## src/logic/rcr_pkg.sv

```systemverilog
package rcr_pkg;

    // ----------------------------------------
    // Register map
    // ----------------------------------------
    localparam logic [7:0] RCR_OFS_CAP_PRI = 8'h20;
    localparam logic [7:0] RCR_OFS_CAP_SEC = 8'h21;
    localparam logic [7:0] RCR_RST_CAP = 8'h00;
    localparam logic [7:0] RCR_RD_UNMAPPED = 8'h00;
    localparam int RCR_PORTS = 2;

    // ----------------------------------------
    // Field positions in the primary register
    // ----------------------------------------
    localparam int RCR_BIT_HOLD = 7;
    localparam int RCR_BIT_MODE_LO = 6;
    localparam int RCR_BIT_FREQ = 5;
    localparam int RCR_BIT_TWO_LINK = 4;
    localparam int RCR_BIT_EQ = 3;
    localparam int RCR_BIT_ROLE = 2;
    // Field positions in the secondary register
    localparam int RCR_BIT_MODE_HI_MSB = 1;
    localparam int RCR_BIT_MODE_HI_LSB = 0;

    // ----------------------------------------
    // Mode codes of the fast control channel
    // ----------------------------------------
    localparam logic [2:0] RCR_MODE_NORMAL = 3'h0;
    localparam logic [2:0] RCR_MODE_PIN1 = 3'h1;
    localparam logic [2:0] RCR_MODE_PIN2 = 3'h2;
    localparam logic [2:0] RCR_MODE_PIN4 = 3'h3;
    localparam logic [2:0] RCR_MODE_SER_FWD = 3'h6;
    localparam logic [2:0] RCR_MODE_SER_REV = 3'h7;

    typedef enum logic [2:0] {
        RCR_KIND_NORMAL,
        RCR_KIND_PIN1,
        RCR_KIND_PIN2,
        RCR_KIND_PIN4,
        RCR_KIND_SER_FWD,
        RCR_KIND_SER_REV,
        RCR_KIND_RESERVED
    } rcr_kind_t;

    // Capabilities reported by the far receiver
    typedef struct packed {
        logic [2:0] fast_ctrl_channel_select;
        logic freq_training_request;
        logic equalizer_training_request;
        logic two_link_support;
        logic channel_role;
    } rcr_cap_t;

    // Register access request
    typedef struct packed {
        logic wr_en;
        logic rd_en;
        logic [7:0] addr;
        logic [7:0] wdata;
    } rcr_req_t;

    localparam rcr_cap_t RCR_CAP_RST = '0;

endpackage : rcr_pkg

```

## src/logic/rcr_remote_cap.sv

```systemverilog
`timescale 1ns/100ps

// Function
// - Hold bit blocks automatic capability loading.
// - Held values are software-written effective capabilities.
// - Mode low bit lives here.
// - Unheld fields load from report after lock.
// - Port select redirects access to Port1 copy.
// - Frequency training request flag, read/write.
// - Equalizer training request flag, read/write.
// - Flag shows remote two-link support.
// - Role flag: 0 primary, 1 secondary.
// - Hold and mode low bit reset zero.
// - Mode upper bits in second register.
// - Decode three-bit mode into channel kinds.
module rcr_remote_cap
    import rcr_pkg::*;
(
    // Clock and reset
    input wire logic clk,
    input wire logic rst,
    input wire logic ce,
    // Register access
    input wire rcr_req_t req,
    input wire logic second_port_view,
    output logic [7:0] rdata,
    output logic rvalid,
    // Back channel reports, per port
    input wire logic [RCR_PORTS-1:0] rx_lock,
    input wire logic [RCR_PORTS-1:0] report_valid,
    input wire rcr_cap_t [RCR_PORTS-1:0] report_cap,
    // Effective capabilities, per port
    output rcr_cap_t [RCR_PORTS-1:0] eff_cap,
    output logic [RCR_PORTS-1:0] cap_held,
    output rcr_kind_t [RCR_PORTS-1:0] mode_kind
);

    // ----------------------------------------
    // Address decode
    // ----------------------------------------
    wire logic hit_pri = req.addr == RCR_OFS_CAP_PRI;
    wire logic hit_sec = req.addr == RCR_OFS_CAP_SEC;
    wire logic sel = second_port_view;

    // ----------------------------------------
    // Lock synchronisers
    // ----------------------------------------
    logic [RCR_PORTS-1:0] lock_meta_r;
    logic [RCR_PORTS-1:0] lock_sync_r;

    always_ff @(posedge clk) begin
        if (rst) begin
            lock_meta_r <= '0;
            lock_sync_r <= '0;
        end else if (ce) begin
            lock_meta_r <= rx_lock;
            lock_sync_r <= lock_meta_r;
        end
    end

    // ----------------------------------------
    // Per-port capability storage
    // ----------------------------------------
    rcr_cap_t [RCR_PORTS-1:0] cap_r;
    logic [RCR_PORTS-1:0] hold_r;
    logic [7:0] rd_pri [RCR_PORTS];
    logic [7:0] rd_sec [RCR_PORTS];

    genvar p;
    generate
        for (p = 0; p < RCR_PORTS; p++) begin : g_port
            wire logic this_port = (sel == 1'(p));
            wire logic wr_pri = req.wr_en && hit_pri && this_port;
            wire logic wr_sec = req.wr_en && hit_sec && this_port;
            wire logic auto_ld = report_valid[p] && lock_sync_r[p] && !hold_r[p];
            rcr_cap_t cap_nxt;
            logic hold_nxt;

            // ----------------------------------------
            // Next value of this port
            // ----------------------------------------
            always_comb begin
                cap_nxt = cap_r[p];
                hold_nxt = hold_r[p];
                if (auto_ld) begin
                    cap_nxt = report_cap[p];
                end
                // Software write wins over a same-cycle report
                if (wr_pri) begin
                    hold_nxt = req.wdata[RCR_BIT_HOLD];
                    cap_nxt.fast_ctrl_channel_select[0] = req.wdata[RCR_BIT_MODE_LO];
                    cap_nxt.freq_training_request = req.wdata[RCR_BIT_FREQ];
                    cap_nxt.two_link_support = req.wdata[RCR_BIT_TWO_LINK];
                    cap_nxt.equalizer_training_request = req.wdata[RCR_BIT_EQ];
                    cap_nxt.channel_role = req.wdata[RCR_BIT_ROLE];
                end
                if (wr_sec) begin
                    cap_nxt.fast_ctrl_channel_select[2:1] =
                        req.wdata[RCR_BIT_MODE_HI_MSB:RCR_BIT_MODE_HI_LSB];
                end
            end

            // ----------------------------------------
            // Storage of this port
            // ----------------------------------------
            always_ff @(posedge clk) begin
                if (rst) begin
                    cap_r[p] <= RCR_CAP_RST;
                    hold_r[p] <= RCR_RST_CAP[RCR_BIT_HOLD];
                end else if (ce) begin
                    cap_r[p] <= cap_nxt;
                    hold_r[p] <= hold_nxt;
                end
            end

            // ----------------------------------------
            // Read images of both registers
            // ----------------------------------------
            always_comb begin
                rd_pri[p] = RCR_RST_CAP;
                rd_pri[p][RCR_BIT_HOLD] = hold_r[p];
                rd_pri[p][RCR_BIT_MODE_LO] = cap_r[p].fast_ctrl_channel_select[0];
                rd_pri[p][RCR_BIT_FREQ] = cap_r[p].freq_training_request;
                rd_pri[p][RCR_BIT_TWO_LINK] = cap_r[p].two_link_support;
                rd_pri[p][RCR_BIT_EQ] = cap_r[p].equalizer_training_request;
                rd_pri[p][RCR_BIT_ROLE] = cap_r[p].channel_role;
                rd_sec[p] = RCR_RST_CAP;
                rd_sec[p][RCR_BIT_MODE_HI_MSB:RCR_BIT_MODE_HI_LSB] =
                    cap_r[p].fast_ctrl_channel_select[2:1];
            end

            // ----------------------------------------
            // Effective outputs of this port
            // ----------------------------------------
            wire rcr_kind_t kind_nxt = rcr_decode(cap_r[p].fast_ctrl_channel_select);

            always_ff @(posedge clk) begin
                if (rst) begin
                    eff_cap[p] <= RCR_CAP_RST;
                    cap_held[p] <= RCR_RST_CAP[RCR_BIT_HOLD];
                    mode_kind[p] <= RCR_KIND_NORMAL;
                end else if (ce) begin
                    eff_cap[p] <= cap_r[p];
                    cap_held[p] <= hold_r[p];
                    mode_kind[p] <= kind_nxt;
                end
            end
        end
    endgenerate

    // ----------------------------------------
    // Read mux
    // ----------------------------------------
    wire logic [7:0] rd_mux = hit_pri ? rd_pri[sel] :
                              hit_sec ? rd_sec[sel] : RCR_RD_UNMAPPED;

    always_ff @(posedge clk) begin
        if (rst) begin
            rdata <= RCR_RD_UNMAPPED;
            rvalid <= 1'b0;
        end else if (ce) begin
            rvalid <= req.rd_en;
            if (req.rd_en) begin
                rdata <= rd_mux;
            end
        end
    end

    // ----------------------------------------
    // Mode decode
    // ----------------------------------------
    function automatic rcr_kind_t rcr_decode(input logic [2:0] code);
        case (code)
            RCR_MODE_NORMAL: rcr_decode = RCR_KIND_NORMAL;
            RCR_MODE_PIN1: rcr_decode = RCR_KIND_PIN1;
            RCR_MODE_PIN2: rcr_decode = RCR_KIND_PIN2;
            RCR_MODE_PIN4: rcr_decode = RCR_KIND_PIN4;
            RCR_MODE_SER_FWD: rcr_decode = RCR_KIND_SER_FWD;
            RCR_MODE_SER_REV: rcr_decode = RCR_KIND_SER_REV;
            default: rcr_decode = RCR_KIND_RESERVED;
        endcase
    endfunction : rcr_decode

endmodule : rcr_remote_cap

```

## config.mk

```make
export PLATFORM = sky130hd
export DESIGN_NAME = rcr_remote_cap
export DESIGN_NICKNAME = d
export VERILOG_FILES = /design/src/logic/rcr_pkg.sv /design/src/logic/rcr_remote_cap.sv
export SDC_FILE = /design/constraint.sdc
export NUM_CORES = 1
export LEC_CHECK = 0
export BUFFER_PORTS_ARGS = -buffer_cell sky130_fd_sc_hd__buf_4
export CORE_MARGIN = 5
export CORE_UTILIZATION = 38
export CTS_BUF_LIST = sky130_fd_sc_hd__clkbuf_16
export CTS_CLUSTER_DIAMETER = 30
export DETAILED_ROUTE_END_ITERATION = 7
export GPL_TIMING_DRIVEN = 0
export HOLD_SLACK_MARGIN = 0.15
export SLEW_MARGIN = 20
export SYNTH_ARGS = -nofsm -noshare
export SYNTH_HDL_FRONTEND = slang
export SYNTH_SLANG_ARGS = --single-unit
```

## constraint.sdc

```tcl
create_clock -name clk -period 2 [get_ports clk]
set_input_delay 0.3 -clock clk [delete_from_list [all_inputs] [get_ports clk]]
set_output_delay 0.3 -clock clk [all_outputs]
set_load 0.02 [all_outputs]
```

# Word-level counts from Yosys, hierarchy flattened
# Cells that the tools add are included.
[op_classes]
add_sub_neg = 0
multipliers = 0
n_div = 0
magnitude_cmp = 1
n_eq_ne = 12
shift = 0
mux = 16
bitwise = 2
reduce_logical = 25
[op_table]
columns = ["op", "count"]
rows = [
  ["$mux W8", 7],
  ["$pmux W3 S6", 2],
  ["$eq A8 B6 Y1 const B", 2],
  ["$mux W7", 2],
  ["$reduce_and A2 Y1", 7],
  ["$eq A3 B2 Y1 const B", 4],
  ["$eq A3 B3 Y1 const B", 4],
  ["$logic_and A1 B1 Y1", 10],
  ["$mux W5", 2],
  ["$reduce_bool A2 Y1", 4],
  ["$eq A3 B1 Y1 const B", 2],
  ["$logic_not A3 Y1", 2],
  ["$mux W2", 3],
  ["$ge A2 B2 Y1 const B", 1],
  ["$logic_not A1 Y1", 2],
  ["$not A1 Y2", 1],
  ["$not A1 Y1", 1],
]
[word_totals]
reg_bits = 51
latchBits = 0
mem_bits_rw = 0
mem_bits_ro = 0
inputBits = 40
output_inout_bits = 31
mem_count = 0

# Logic depth before layout (Yosys ltp)
[logic_depth]
depth_word = 6
mapped_depth = 6
ltp_nobuf = 4

# Least setup slack after synthesis
# OpenSTA, ideal clock, no wires.
[synth_path]
kind = "in2reg"
startpoint = "input req[12] (netlist bit)"
endpoint = "register cap_r[0] (netlist bit)"
t_arrival_ns = 1.705
slack_ns = 0.171
path_stages = 5
n_path_buf = 1
cell_sequence = "or4b_4 -> buf_6 -> nor4_4 -> mux2i_1 -> a21oi_1"
[synth_between]
elab_chain_cells = 5
elab_cells_between_ends = 6
classes_between = "eq/ne: 1; mux: 1; reduce/logical: 4"
[synth_lines]
columns = ["element", "line", "source"]
rows = [
  ["from (decl)", "rcr_remote_cap.sv:24", "input wire rcr_req_t req,"],
  ["$eq A8 B6 Y1 (*)", "rcr_remote_cap.sv:41", "wire logic hit_pri = req.addr == RCR_OFS_CAP_PRI;"],
  ["$logic_and A1 B1 Y1 (*) (2 in series)", "rcr_remote_cap.sv:73", "wire logic wr_pri = req.wr_en && hit_pri && this_port;"],
  ["$reduce_bool A2 Y1 (no line)", "n/a", ""],
  ["$reduce_and A2 Y1 (no line)", "n/a", ""],
  ["to (signal, indexed assignment)", "rcr_remote_cap.sv:111", "cap_r[p] <= cap_nxt;"],
  ["to (decl)", "rcr_remote_cap.sv:64", "rcr_cap_t [RCR_PORTS-1:0] cap_r;"],
]
# Mark *: on every way between the ends. The rest lies on a longest branch, timed or not.
# A chain may end at the register's enable or synchronous reset.

# Final worst setup path
[layout_path]
startpoint = "input req[12] (netlist bit)"
endpoint = "register cap_r[3] (netlist bit)"
# The elaborated chain is that of the path after synthesis.

==> results.cfg <==
[global_routing]
grt_max_degree = 15
grt_first_pass_wirelength_mm = 9.832
grt_pass1_vias = 1963
globalRouteMet2Util_pct = 27.47
grt_usage_pct = 16.81
grt_use_met3_pct = 3.707
grt_util_met1_pct = 22.06
antenna_found_initial = 0
busiest_layer = met2
overflow = 0

[setup_path]
endpoint = cap_r[3]$_SDFFE_PP0P_
critPathMaxFanout = 10
crit_start = req[12]
worstPathArrival_ns = 1.98
r2r-start = hold_r[0]$_SDFFE_PP0P_
r2r_cells = 4
critPathKind = in -> reg
cp-end-kind = flop
crit_path_start_kind = primary input
ff2ff_setup_slack_ns = 0.53
worstPathRequired_ns = 2.18
timing.rr.end = cap_r[1]$_SDFFE_PP0P_

[synth]
syn-mean-instance-area_um2 = 9.848
syn-num-nets = 265
synth_area_um2 = 2216
ys_seq_elements = 51
syn-instance-count = 225
ys_seq_area_share_pct = 46.08
yosys_warnings = 0
synthDistinctLibCells = 27

[placement]
dp_hpwl_mm = 4.578
placed_cells = 367
gp_congestion = 0.7796
port_buffers = 70

[power_and_ir_drop]
power_density_nw_per_um2 = 718.7
internal_power_mw = 1.702
combPwrFrac_pct = 8.8
pwr-share-clk_pct = 43.0
worst_ir_drop_vdd_v = 0.0004474
p_seq_share_pct = 48.2
p_sw_mw = 0.4532
p_leak_nw = 1.289
switching_share_pct = 21.03

[floorplanning]
start_util_pct = 39.75
core_um2 = 5574
io_pins = 71
fp.dieArea_um2 = 7458
die_w_um = 86.36
die_h_um = 86.36
rows = 27

[job]
max_cap_viol_count = 0

[sta]
fin_skew_ns = 0.003211
period_share_pct = 90.14
slew_headroom_pct = 47.20
finalCriticalPeriod_ns = 1.803
tns_ns = 0
finalSetupViolCount = 0
slew_viol_final = 0
max_freq_mhz = 554.7
hold_violations = 0
tightest_slew_ns = 0.7920
rsz0062_at_grt = false

[clocking]
clock-root-buffer = clkbuf_16
clkSinkCount = 51
cts_buffers = 5
clock_path_buffers = 2
path_clk_slew_ns = 0.06
htreeDepth = 2
cts_tree = built
clock_latency_ns = 0.29

[cells_and_area]
final_layout_size_suffix_gt1_share_pct = 30.79
area_growth_pct = 35.35
insertedDiodeCount = 0
stdcell_count = 374
nets = 342

[min_path]
min_delay_path_depth = 3
hold_path.class = in -> reg

[drt]
via_count = 1942
ant_nets = 0
drt_pass1_iterations = 4
drc_errors = 0
routedWlPerCell_um = 16.07
drt_iter0_drc = 64
viasPerCell = 5.193
drt-total-wl_mm = 6.012

[outcome]
status = completed
## critical path: stages
cell and delay (ns):
buf_4 0.11, or4b_4 0.55, buf_6 0.17, nor4_4 0.48, mux2i_1 0.28, a21oi_1 0.09
## flip-flops by register name, indices dropped and copies added, names as in the netlist
name	cells
rdata	8
cap_r	14
lock_sync_r	2
lock_meta_r	2
hold_r	2
mode_kind	6
cap_held	2
rvalid	1
eff_cap	14
## routing by layer
metal | vias to the layer above | wire [um]
met3 | 9 | 366
met5 | - | 0
met4 | 0 | 73
met2 | 59 | 2858
met1 | 910 | 2713
li1 | 964 | -
## worst min path at each step
stage	start	endpoint	slack (ns)
6_report	rx_lock[1]	lock_meta_r[1]$_SDFFE_PP0P_	0.25
5_1_grt	rx_lock[0]	lock_meta_r[0]$_SDFFE_PP0P_	0.28
2_1_floorplan	rx_lock[0]	lock_meta_r[0]$_SDFFE_PP0P_	0.45
3_5_place_dp	rdata[1]$_SDFFE_PP0P_	rdata[1]$_SDFFE_PP0P_	0.46
4_1_cts	rx_lock[1]	lock_meta_r[1]$_SDFFE_PP0P_	0.24
3_3_place_gp	rdata[1]$_SDFFE_PP0P_	rdata[1]$_SDFFE_PP0P_	0.46
## layout make-up
| class | instances | area, um^2 |
|---|---|---|
| buffer | 15 | 63.81 |
| clock buffer | 5 | 125.1 |
| clock inverter | 2 | 33.78 |
| fill | 564 | 2575 |
| inverter | 1 | 3.754 |
| multi-input combinational | 158 | 1136 |
| sequential | 51 | 1021 |
| tap | 72 | 90.09 |
| timing repair buffer | 70 | 525.5 |
## cells in the mapped netlist
master / count / area [um^2]
and4b_1: 2 / 20.02
buf_6: 1 / 11.26
nor3_1: 4 / 20.02
nor4_2: 1 / 12.51
mux2i_1: 36 / 360.4
nor4_4: 2 / 42.54
clkbuf_1: 9 / 33.78
o31ai_1: 14 / 105.1
a311oi_1: 2 / 17.52
buf_1: 5 / 18.77
mux2_2: 6 / 67.56
or4b_1: 1 / 10.01
or4_1: 2 / 15.01
nand3_1: 3 / 15.01
inv_1: 1 / 3.750
nand2_1: 5 / 18.77
or2_2: 4 / 25.02
or3_1: 1 / 6.260
nand2b_1: 12 / 75.07
dfxtp_1: 51 / 1021
a22oi_1: 6 / 45.04
or4b_4: 1 / 13.76
nor2_1: 29 / 108.9
nor3_2: 2 / 20.02
a21oi_1: 23 / 115.1
nor4_1: 1 / 6.260
nand3b_1: 1 / 7.510
## per-stage QoR
stage	setup slack (ns)	total power, mW	hold slack [ns]	cell area [um^2]	util [%]
floorplan	0.1712	1.150	0.4472	2216	-
global placement	-0.1453	1.250	0.4570	2831	50.80
detailed placement	-0.1531	1.251	0.4623	2831	50.80
CTS	0.1574	2.179	0.2427	2990	53.65
global route	0.08371	2.234	0.2844	2999	53.80
finish	0.1971	2.156	0.2487	2999	53.80
## placed cells by master, fill, tap and decap left out, drive strengths merged
cell type | synthesis | routed
or4b | 2 | 2
dfxtp | 51 | 51
inv | 1 | 2
o31ai | 14 | 14
and4b | 2 | 2
clkbuf | 9 | 14
a21oi | 23 | 23
nor3 | 6 | 6
or4 | 2 | 2
a311oi | 2 | 2
nand2 | 5 | 5
a22oi | 6 | 6
nand2b | 12 | 12
nor4 | 4 | 4
buf | 6 | 76
nor2 | 29 | 29
nand3b | 1 | 1
bufinv | 0 | 1
nand3 | 3 | 3
or2 | 4 | 4
mux2 | 6 | 6
mux2i | 36 | 36
or3 | 1 | 1
## cells by family (layout without fill, tap and decap cells)
logic type / count (synthesis) / count (layout) / synth area share (%)
AO/OA/AOI/OAI: 45 / 45 / 12.76
buffers and inverters: 16 / 93 / 3.049
multiplexers: 42 / 42 / 19.31
AND/OR/NAND/NOR: 71 / 71 / 18.80
flip-flops: 51 / 51 / 46.08
## timing repair
| item | in CTS | in global routing |
|---|---|---|
| resized for setup | 0 | 1 |
| hold buffers | 0 | 0 |
| endpoints found under the setup margin | 0 | 3 |
| endpoints found under the hold margin | 0 | 0 |
| buffers inserted | 0 | 0 |
## power by group through the flow
| stage | Combinational (mW) | Clock, mW | Sequential (mW) |
|---|---|---|---|
| floorplan | 0.0850 | 0 | 1.06 |
| global placement | 0.189 | 0 | 1.06 |
| detailed placement | 0.190 | 0 | 1.06 |
| CTS | 0.191 | 0.950 | 1.04 |
| global route | 0.209 | 0.985 | 1.04 |
| finish | 0.190 | 0.927 | 1.04 |
(Power assumes the default switching activity.)
